`config.mk`:
```
export PLATFORM = sky130hd
export DESIGN_NAME = spi_port
export DESIGN_NICKNAME = d
export VERILOG_FILES = /design/src/verilog/spi_port_pkg.sv /design/src/verilog/spi_pin_sync.sv /design/src/verilog/spi_port.sv
export VERILOG_INCLUDE_DIRS = /design/src /design/src/verilog
export SDC_FILE = /design/constraint.sdc
export NUM_CORES = 1
export LEC_CHECK = 0
export BUFFER_PORTS_ARGS = -buffer_cell sky130_fd_sc_hd__buf_2
export CORE_ASPECT_RATIO = 0.9
export CORE_MARGIN = 4
export CORE_UTILIZATION = 40
export DETAILED_ROUTE_END_ITERATION = 12
export GPL_ROUTABILITY_DRIVEN = 0
export HOLD_SLACK_MARGIN = 0.03
export PLACE_DENSITY = 0.74
export RECOVER_POWER = 25
export SLEW_MARGIN = 5
export SYNTH_ARGS = -nofsm -noshare
export SYNTH_HDL_FRONTEND = slang
export SYNTH_SLANG_ARGS = --single-unit
```
`constraint.sdc`:
```
create_clock -name MCLK_I -period 2 [get_ports MCLK_I]
set_input_delay 0.1 -clock MCLK_I [delete_from_list [all_inputs] [get_ports MCLK_I]]
set_output_delay 0.1 -clock MCLK_I [all_outputs]
set_load 0.01 [all_outputs]
```
`src/verilog/spi_port_regs.svh`:
```
// Register map, field positions, reset values and timing counts of the serial port
`ifndef SPI_PORT_REGS_SVH
`define SPI_PORT_REGS_SVH

// ---------------------------------------------------------------------------
// Register indices; the byte address is four times the index
// ---------------------------------------------------------------------------
`define CTRL_IDX          6'h0a
`define STAT_IDX          6'h0b
`define DATA_IDX          6'h0c
`define CTRL_ADDR         {`CTRL_IDX, 2'b00}
`define STAT_ADDR         {`STAT_IDX, 2'b00}
`define DATA_ADDR         {`DATA_IDX, 2'b00}

// ---------------------------------------------------------------------------
// Control register fields
// ---------------------------------------------------------------------------
`define CTRL_IE_BIT       7
`define CTRL_EN_BIT       6
`define CTRL_MASTER_SELECT_BIT_BIT     4
`define CTRL_CLOCK_IDLE_LEVEL_BIT     3
`define CTRL_CLOCK_SAMPLE_PHASE_BIT     2
`define CTRL_RATE_HI      1
`define CTRL_RATE_LO      0
`define CTRL_WMASK        8'hdf
`define CTRL_RESET        8'h00

// ---------------------------------------------------------------------------
// Status register fields
// ---------------------------------------------------------------------------
`define STAT_DONE_BIT     7
`define STAT_WRITE_COLLISION_FLAG_BIT     6
`define STAT_MODE_FAULT_FLAG_BIT     4

// ---------------------------------------------------------------------------
// Serial clock rates: processor clock divided by these figures
// ---------------------------------------------------------------------------
// The fastest rates leave MISO time to cross its two-stage synchroniser
// before the master's next sampling edge; dividers of 2 or 4 would not.
`define RATE_DIV0         8
`define RATE_DIV1         12
`define RATE_DIV2         16
`define RATE_DIV3         32
`define HALF0             5'((`RATE_DIV0) / 2)
`define HALF1             5'((`RATE_DIV1) / 2)
`define HALF2             5'((`RATE_DIV2) / 2)
`define HALF3             5'((`RATE_DIV3) / 2)
`define EDGES_PER_BYTE    5'd16
`define BITS_PER_BYTE     3'd7

`endif

```
`src/verilog/spi_port_pkg.sv`:
```
// Types shared by the serial port design files
package spi_port_pkg;

  typedef enum logic {ST_IDLE, ST_RUN} mst_state_t;

  typedef enum logic [1:0] {SEL_CTRL, SEL_STAT, SEL_DATA, SEL_NONE} reg_sel_t;

  typedef struct packed {
    logic [7:0] ctrl;
    logic       done;
    logic       write_collision_flag;
    logic       mode_fault_flag;
    logic       stat_seen;
    logic       mode_fault_flag_seen;
    logic [7:0] shreg;
    logic [7:0] rbuf;
    logic       out_bit;
    logic       sck;
    logic [4:0] edge_cnt;
    logic [4:0] tick_cnt;
    mst_state_t mstate;
    logic [2:0] sbits;
    logic       sck_d;
    logic [7:0] prdata;
    logic       slverr;
  } port_state_t;

endpackage

```
`src/verilog/spi_pin_sync.sv`:
```
// Two-stage synchroniser for the serial pins
`timescale 1ns/10ps
module spi_pin_sync #(
  parameter int          W       = 4,
  parameter logic [3:0]  RST_VAL = 4'h0
) (
  input  wire logic         clk_i,
  input  wire logic         rst_b_i,
  input  wire logic [W-1:0] din_i,
  output logic      [W-1:0] dout_o
);

  typedef struct packed {
    logic [W-1:0] s1;
    logic [W-1:0] s2;
  } sync_t;

  sync_t r;
  sync_t nxt;

  always_comb
  begin
    nxt.s1 = din_i;
    nxt.s2 = r.s1;
  end

  always_ff @(posedge clk_i or negedge rst_b_i)
  begin
    if (!rst_b_i)
    begin
      r.s1 <= RST_VAL[W-1:0];
      r.s2 <= RST_VAL[W-1:0];
    end
    else
    begin
      r <= nxt;
    end
  end

  assign dout_o = r.s2;

endmodule // spi_pin_sync

```
`src/verilog/spi_port.sv`:
```
// Byte-wide full-duplex serial port, master or slave, with APB registers
//
// Behaviour
// - Master drives MOSI; slave reads MOSI.
// - Bytes shift most significant bit first.
// - Master samples MISO; slave drives MISO.
// - Slave MISO released while select high.
// - Master data leads its latch edge half-period.
// - Polarity and phase pick four timings.
// - One byte takes exactly eight clock pulses.
// - One shift register serves both directions.
// - Done flag set in status register.
// - Master bit set selects master role.
// - Master makes clock; slave follows input clock.
// - Two rate bits pick master rate.
// - Rate bits ignored in slave mode.
// - Master clock latches input, shifts output.
// - Write-collision and mode-fault flags exist.
// - Master seeing select low faults, disables.
// - Slave ignores clock and data unselected.
// - Idle master clock sits at polarity level.
// - Interrupt-enable bit gates done or fault onto interrupt.
`timescale 1ns/10ps
`include "spi_port_regs.svh"
module spi_port (
  input  wire logic        MCLK_I,
  input  wire logic        RST_B_I,
  input  wire logic        PSEL_I,
  input  wire logic        PENABLE_I,
  input  wire logic        PWRITE_I,
  input  wire logic [7:0]  PADDR_I,
  input  wire logic [31:0] PWDATA_I,
  output logic      [31:0] PRDATA_O,
  output logic             PREADY_O,
  output logic             PSLVERR_O,
  input  wire logic        SCK_I,
  output logic             SCK_O,
  output logic             SCK_OE_O,
  input  wire logic        MOSI_I,
  output logic             MOSI_O,
  output logic             MOSI_OE_O,
  input  wire logic        MISO_I,
  output logic             MISO_O,
  output logic             MISO_OE_O,
  input  wire logic        SS_B_I,
  output logic             IRQ_O
);

  // -------------------------------------------------------------------------
  // Decoding helpers
  // -------------------------------------------------------------------------
  function automatic spi_port_pkg::reg_sel_t reg_sel(input logic [7:0] addr);
    if (addr == `CTRL_ADDR)
      return spi_port_pkg::SEL_CTRL;
    else if (addr == `STAT_ADDR)
      return spi_port_pkg::SEL_STAT;
    else if (addr == `DATA_ADDR)
      return spi_port_pkg::SEL_DATA;
    else
      return spi_port_pkg::SEL_NONE;
  endfunction

  function automatic logic [4:0] half_period(input logic [1:0] rate);
    case (rate)
      2'b00:   return `HALF0;
      2'b01:   return `HALF1;
      2'b10:   return `HALF2;
      default: return `HALF3;
    endcase
  endfunction

  // -------------------------------------------------------------------------
  // Pin synchronisers
  // -------------------------------------------------------------------------
  logic [3:0] pins_s;
  logic       sck_s;
  logic       mosi_s;
  logic       miso_s;
  logic       ss_b_s;

  // Select resets high so no false mode fault shows after reset
  spi_pin_sync #(
    .W       (4),
    .RST_VAL (4'h1)
  ) u_sync (
    .clk_i   (MCLK_I),
    .rst_b_i (RST_B_I),
    .din_i   ({SCK_I, MOSI_I, MISO_I, SS_B_I}),
    .dout_o  (pins_s)
  );

  assign sck_s  = pins_s[3];
  assign mosi_s = pins_s[2];
  assign miso_s = pins_s[1];
  assign ss_b_s = pins_s[0];

  // -------------------------------------------------------------------------
  // State
  // -------------------------------------------------------------------------
  spi_port_pkg::port_state_t r;
  spi_port_pkg::port_state_t n;

  logic                   acc;
  logic                   setup;
  logic                   wr;
  logic                   rd;
  spi_port_pkg::reg_sel_t sel;
  logic                   en;
  logic                   master_select_bit;
  logic                   clock_idle_level;
  logic                   clock_sample_phase;
  logic                   slv_act;
  logic                   busy;
  logic                   tick;
  logic                   sample;
  logic                   lead;

  assign en      = r.ctrl[`CTRL_EN_BIT];
  assign master_select_bit    = r.ctrl[`CTRL_MASTER_SELECT_BIT_BIT];
  assign clock_idle_level    = r.ctrl[`CTRL_CLOCK_IDLE_LEVEL_BIT];
  assign clock_sample_phase    = r.ctrl[`CTRL_CLOCK_SAMPLE_PHASE_BIT];
  assign slv_act = en & ~master_select_bit & ~ss_b_s;

  // -------------------------------------------------------------------------
  // Next-state logic
  // -------------------------------------------------------------------------
  always_comb
  begin
    n      = r;
    setup  = PSEL_I & ~PENABLE_I;
    acc    = PSEL_I & PENABLE_I;
    wr     = acc & PWRITE_I;
    rd     = acc & ~PWRITE_I;
    sel    = reg_sel(PADDR_I);
    tick   = 1'b0;
    sample = 1'b0;
    lead   = 1'b0;
    // With phase zero a selected slave is busy before its first edge
    busy   = (r.mstate == spi_port_pkg::ST_RUN) |
             (slv_act & (~clock_sample_phase | (r.sbits != 3'd0)));

    // Read data is fetched in the setup cycle so it leaves a flip-flop
    if (setup)
    begin
      n.slverr = (sel == spi_port_pkg::SEL_NONE);
      case (sel)
        spi_port_pkg::SEL_CTRL: n.prdata = r.ctrl;
        spi_port_pkg::SEL_STAT: n.prdata = {r.done, r.write_collision_flag, 1'b0, r.mode_fault_flag, 4'h0};
        spi_port_pkg::SEL_DATA: n.prdata = r.rbuf;
        default:                n.prdata = 8'h00;
      endcase
    end

    // -----------------------------------------------------------------------
    // Software side effects; flag clears come first so events win below
    // -----------------------------------------------------------------------
    if (rd && sel == spi_port_pkg::SEL_STAT)
    begin
      if (r.done | r.write_collision_flag)
        n.stat_seen = 1'b1;
      if (r.mode_fault_flag)
        n.mode_fault_flag_seen = 1'b1;
    end
    if (acc && sel == spi_port_pkg::SEL_DATA && r.stat_seen)
    begin
      n.done      = 1'b0;
      n.write_collision_flag      = 1'b0;
      n.stat_seen = 1'b0;
    end
    if (wr && sel == spi_port_pkg::SEL_CTRL)
    begin
      n.ctrl = PWDATA_I[7:0] & `CTRL_WMASK;
      if (r.mode_fault_flag_seen)
      begin
        n.mode_fault_flag      = 1'b0;
        n.mode_fault_flag_seen = 1'b0;
      end
    end
    if (wr && sel == spi_port_pkg::SEL_DATA)
    begin
      if (busy)
        n.write_collision_flag = 1'b1;
      else
      begin
        n.shreg   = PWDATA_I[7:0];
        n.out_bit = PWDATA_I[7];
        if (en && master_select_bit)
        begin
          n.mstate   = spi_port_pkg::ST_RUN;
          n.edge_cnt = 5'd0;
          n.tick_cnt = 5'd0;
        end
      end
    end

    // -----------------------------------------------------------------------
    // Master engine: own clock from the processor clock
    // -----------------------------------------------------------------------
    if (r.mstate == spi_port_pkg::ST_RUN)
    begin
      if (r.tick_cnt == half_period(r.ctrl[`CTRL_RATE_HI:`CTRL_RATE_LO]) - 5'd1)
      begin
        tick       = 1'b1;
        n.tick_cnt = 5'd0;
      end
      else
        n.tick_cnt = r.tick_cnt + 5'd1;
      if (tick)
      begin
        if (r.edge_cnt == `EDGES_PER_BYTE)
        begin
          n.done   = 1'b1;
          n.rbuf   = r.shreg;
          n.mstate = spi_port_pkg::ST_IDLE;
        end
        else
        begin
          n.sck      = ~r.sck;
          n.edge_cnt = r.edge_cnt + 5'd1;
          // Even edges lead; phase picks which edge samples
          sample     = (r.edge_cnt[0] == clock_sample_phase);
          if (sample)
            n.shreg = {r.shreg[6:0], miso_s};
          else
            n.out_bit = r.shreg[7];
        end
      end
    end

    // -----------------------------------------------------------------------
    // Slave engine: follows the synchronised external clock
    // -----------------------------------------------------------------------
    n.sck_d = sck_s;
    if (!slv_act)
      n.sbits = 3'd0;
    else if (sck_s != r.sck_d)
    begin
      lead   = (sck_s != clock_idle_level);
      sample = lead ^ clock_sample_phase;
      if (sample)
      begin
        n.shreg = {r.shreg[6:0], mosi_s};
        n.sbits = r.sbits + 3'd1;
        if (r.sbits == `BITS_PER_BYTE)
        begin
          n.done = 1'b1;
          n.rbuf = {r.shreg[6:0], mosi_s};
        end
      end
      else
        n.out_bit = r.shreg[7];
    end

    // -----------------------------------------------------------------------
    // Mode fault: another master pulled our select low
    // -----------------------------------------------------------------------
    if (en && master_select_bit && !ss_b_s)
    begin
      n.ctrl[`CTRL_MASTER_SELECT_BIT_BIT] = 1'b0;
      n.ctrl[`CTRL_EN_BIT]   = 1'b0;
      n.mode_fault_flag                 = 1'b1;
    end

    // Disabling or leaving master role aborts a running byte
    if (!n.ctrl[`CTRL_EN_BIT] || !n.ctrl[`CTRL_MASTER_SELECT_BIT_BIT])
      n.mstate = spi_port_pkg::ST_IDLE;
    if (n.mstate == spi_port_pkg::ST_IDLE)
      n.sck = n.ctrl[`CTRL_CLOCK_IDLE_LEVEL_BIT];
  end

  // -------------------------------------------------------------------------
  // State register
  // -------------------------------------------------------------------------
  always_ff @(posedge MCLK_I or negedge RST_B_I)
  begin
    if (!RST_B_I)
    begin
      r.ctrl      <= `CTRL_RESET;
      r.done      <= 1'b0;
      r.write_collision_flag      <= 1'b0;
      r.mode_fault_flag      <= 1'b0;
      r.stat_seen <= 1'b0;
      r.mode_fault_flag_seen <= 1'b0;
      r.shreg     <= 8'h00;
      r.rbuf      <= 8'h00;
      r.out_bit   <= 1'b0;
      r.sck       <= 1'b0;
      r.edge_cnt  <= 5'd0;
      r.tick_cnt  <= 5'd0;
      r.mstate    <= spi_port_pkg::ST_IDLE;
      r.sbits     <= 3'd0;
      r.sck_d     <= 1'b0;
      r.prdata    <= 8'h00;
      r.slverr    <= 1'b0;
    end
    else
    begin
      r <= n;
    end
  end

  // -------------------------------------------------------------------------
  // Outputs
  // -------------------------------------------------------------------------
  assign PRDATA_O  = {24'h000000, r.prdata};
  assign PREADY_O  = 1'b1;
  assign PSLVERR_O = PSEL_I & PENABLE_I & r.slverr;

  assign SCK_O     = r.sck;
  assign SCK_OE_O  = en & master_select_bit;
  assign MOSI_O    = r.out_bit;
  assign MOSI_OE_O = en & master_select_bit;
  assign MISO_O    = r.out_bit;
  assign MISO_OE_O = en & ~master_select_bit & ~ss_b_s;

  assign IRQ_O     = r.ctrl[`CTRL_IE_BIT] & (r.done | r.mode_fault_flag);

endmodule // spi_port

```
Word level (Yosys, flattened, before mapping)
Index checks and enable logic that the tools add are counted.

storage, ports and cells
  flip-flop bits (word level) = 62
  input bits = 49
  output and inout port bits = 41
  logic and storage cells = 147

cells by class
  add/sub/neg operators = 4
  eq/ne operators = 20
  muxes and demuxes = 57
  bitwise operators = 21
  reductions and logical operators = 25

operators by type and width
  cell                                                              count
  8-bit two-way mux                                                 6
  17-bit two-way mux                                                2
  11-bit two-way mux                                                3
  1-bit two-way mux                                                 30
  29-bit two-way mux                                                1
  8-bit by 6-bit == test with 1-bit output (second input constant)  3
  8-bit one-hot mux with 3 select lines                             1
  23-bit two-way mux                                                1
  16-bit two-way mux                                                1
  5-bit one-hot mux with 3 select lines                             1
  7-bit two-way mux                                                 2
  2-bit nonzero test                                                6
  5-bit by 1-bit adder with 5-bit output (second input constant)    2
  1-bit AND                                                         10
  5-bit two-way mux                                                 2
  3-bit two-way mux                                                 3
  2-bit two-way mux                                                 4
  1-bit logical AND                                                 7
  2-bit == test (second input constant)                             3
  2-bit by 1-bit != test with 1-bit output (second input constant)  3
  2-bit != test (second input constant)                             3
  1-bit NOT                                                         6
  2-bit AND reduction                                               3
  3-bit AND reduction                                               2
  14 further kinds                                                  22

Depth between registers and ports, before layout
  depth in word-level cells = 15
  gate-level depth with buffers = 7
  mapped depth without buffers = 7

By module
From an unflattened synthesis, not the netlist that was laid out.

unflattened totals
  cell total of the unflattened synthesis = 315
  area, all modules = 3,385.7 sq um

modules (own cells, without submodules)
  module        times used  cells each  area each (sq um)  sequential area each (sq um)
  spi_port      1           307         3,183.1            1,351.3
  spi_pin_sync  1           8           202.7              202.7

Worst setup path before layout
OpenSTA, ideal clock, no wires.

  path kind = register -> register
  start = register r[48] in the netlist's numbering
  end = register r, in the netlist SCK_O
  setup time = 0.128 ns
  arrival = 1.965 ns
  required time = 1.872 ns
  path slack = -0.093 ns
  stages on the path, launching flop included = 7
  path buffers = 1
  period minus slack after synthesis = 2.093 ns
  cells stage by stage = dfrtp_1 > or4b_1 > o32a_1 > a211oi_1 > buf_2 > nor4b_4 > mux2_1

RTL lines
  item                    line             RTL
  start, declared         spi_port.sv:100  spi_port_pkg::port_state_t r;
  start signal, assigned  spi_port.sv:298  r <= n;

==> flow_summary.toml <==
[outcome]
outcome = "finished with violations"
violations = "setup timing"

[route]
ant_nets = 0
num_vias = 2511
via_per_inst = 5.07
drc = 0
wl_mm = 7.31
wire_per_inst_microns = 14.8
dr.pass1.iters = 4
drtIter0Drc = 97

[global_route]
grt_pass1_vias = 2467
top_usage_layer = "met2"
met2_usage_pct = 25.7
grt_max_degree = 38
use_met3_pct = 5.33
grt_pass1_wl_mm = 12.2
grtUsageMet1_pct = 19.7
grtUsageTotal_pct = 15.5
antenna_found_initial = 0
grt-ovfl-total = 0

[floorplanning]
core-area_sq_mm = 0.00811
io_pins = 90
row_count = 31
start_util_pct = 41.2
dieArea_sq_mm = 0.00987
die-width_microns = 104
die_y_microns = 94.7

[worst_setup_path]
worst-setup-path-type = "register to register"
r2r_end = "r[33]$_DFF_PN0_"
cp-start-kind = "register"
worstSetupEndpointType = "register"
critPathMaxFanout = 7
r2r-start = "r[48]$_DFFE_PN0N_"
critPathArrivalTime_ns = 2.30
reg2reg_slack_ns = -0.09
reg2reg_depth = 7
crit_required_ns = 2.22

[clock_network]
cts_sinks = 62
clk_pin_slew_worst_paths_ns = 0.07
cts-root-buf = "clkbuf_8"
clock_latency_ns = 0.34
htree_num_levels = 3
cts_tree = "built"
clockBufferDepth = 2
numCtsBuffers = 9

[timing]
grt_setup_unrepaired = "yes"
layout_setup_ws_ns = -0.0862
fin_crit_sh_pct = 104
hold_violations = 0
fin_crit_ns = 2.09
worst_pin_slew_ns = 1.48
finalSetupViolations = 17
clock_skew_ns = 0.00560
relSlewSlack_pct = 1.35
max_freq_mhz = 479
maxSlewViolCount = 0

[yosys]
synth_common_cells = "60 x dfrtp_1, 35 x buf_4, 23 x mux2_2"
ys_seq_elements = 62
syn_avg_cell_area_sq_um = 10.7
synth_top_area_cell = "dfrtp_1"
yosysWarnings = 0
synthFlopType = "dfrtp_1"
async_flop_share_pct = 100
yosysMostFrequentCell = "dfrtp_1"
syn-cell-area_sq_mm = 0.00334
synth_cell_types = 53
post-synth-top-area-fraction_pct = 45.0
synth_cells = 313
synth_area_leaders = "dfrtp_1 45%, buf_4 7.9%, mux2_2 7.8%, mux2i_1 4.8%, a21oi_1 2.2%"
seq_area_frac_synth_pct = 46.6
synth_edf_count = 0

[power]
ir_drop_v = 0.000288
cellPowerDensity_mw_per_mm2 = 616
p_leak_nw = 2.00

[place]
port_buffers = 40
dp.final_hpwl_mm = 5.40
place_area_sq_mm = 0.00375
dp.cells = 467

[layout]
area_growth_pct = 22.8
final_area_sq_mm = 0.00410
final_nets = 446
fin_cells = 495
insertedDiodeCount = 0
layout-drive-gt1-share_pct = 34.1

[job]
maxCapViolations = 0

[hold_path]
hold_class = "input port to register"
hold_depth = 2
hold_path_startpoint = "PWDATA_I[3]"
hold_end = "clock_idle_level$_DFF_PN0_"
==> stage by stage <==
stage / util [%] / power [mW] / setup slack, ns / setup TNS [ns] / hold WS [ns]
2_1_floorplan: - / 1.42 / -0.0338 / -0.0338 / -0.196
3_3_place_gp: 46.2 / 1.47 / -0.123 / -0.895 / 0.143
3_5_place_dp: 46.2 / 1.48 / -0.145 / -1.33 / 0.152
4_1_cts: 50.0 / 2.54 / -0.0943 / -0.688 / 0.0318
5_1_grt: 50.5 / 2.62 / -0.172 / -2.12 / 0.0356
6_report: 50.5 / 2.52 / -0.0862 / -0.693 / 0.0438
==> how the worst max path moves through the flow <==
stage                         to  depth (start not counted)               from
2_1_floorplan  SCK_O$_DFFE_PN0P_                          6  r[48]$_DFFE_PN0N_
3_3_place_gp   SCK_O$_DFFE_PN0P_                          7         PADDR_I[0]
3_5_place_dp   SCK_O$_DFFE_PN0P_                          7         PADDR_I[0]
4_1_cts          r[33]$_DFF_PN0_                          7  r[48]$_DFFE_PN0N_
5_1_grt          r[33]$_DFF_PN0_                          7  r[48]$_DFFE_PN0N_
6_report         r[33]$_DFF_PN0_                          7  r[48]$_DFFE_PN0N_
==> placed cells by master, fill, tap and decap left out, drive strengths merged, types with 3 or more instances in the layout <==
master,instances
clkbuf,13
inv,11
a31oi,7
dfrtp,60
nand3,12
buf,78
o21ai,14
mux2i,16
a21oi,15
mux2,24
a22o,3
nor2,20
and4,3
xnor2,5
a22oi,7
ha,6
nand4,3
conb,25
nand2,20
nand3b,3
dlygate4sd3,8
nor2b,4
==> flip-flops by register name (all words and copies together), names as in the netlist <==
signal / flops
MISO_O: 1
PRDATA_O: 8
en: 1
clock_sample_phase: 1
u_sync.dout_o: 4
clock_idle_level: 1
master_select_bit: 1
u_sync.nxt: 4
r: 40
SCK_O: 1
==> report_power, final <==
group          switching, mW  internal, mW
clock                  0.480         0.573
sequential            0.0170          1.28
combinational          0.103        0.0740
==> worst max-delay path, stage by stage (launching register included) <==
cell	delay (ns)
dfrtp_1	0.40
or4b_4	0.55
o32a_1	0.23
a211oi_2	0.18
buf_4	0.18
buf_12	0.14
mux2i_2	0.20
a21oi_1	0.09
==> area by class of cell <==
class / count / area (sq um)
Tap cell: 99 / 124
Inverter: 11 / 41.3
Fill cell: 726 / 4010
Clock buffer: 12 / 135
Multi-Input combinational cell: 220 / 1600
Sequential cell: 62 / 1550
Clock inverter: 4 / 47.5
Timing Repair Buffer: 87 / 601
==> per-layer routing <==
layer	up-vias	wire, microns
met5	-	0
met4	0	82
met3	9	441
met2	71	3440
met1	1214	3350
li1	1217	-
==> timing repair <==
action                     CTS  global route
buffers inserted             1             3
gates resized for setup      7             5
hold endpoints to repair    30             0
hold buffers                 8             0
pin swaps                   11             6
setup endpoints to repair   18            18
==> logic make-up after synthesis <==
kind of cell	after synthesis	synth area share, %
muxes	40	12.9
AOI/OAI and AO/OA	58	11.4
other	2	0.225
DFF	62	46.6
adders and majority gates	6	2.25
buffers and inverters	54	10.3
and+or+nand+nor	85	14.8
xor gates and xnor gates	6	1.57
Note: power is estimated with default switching activity, not from simulation.
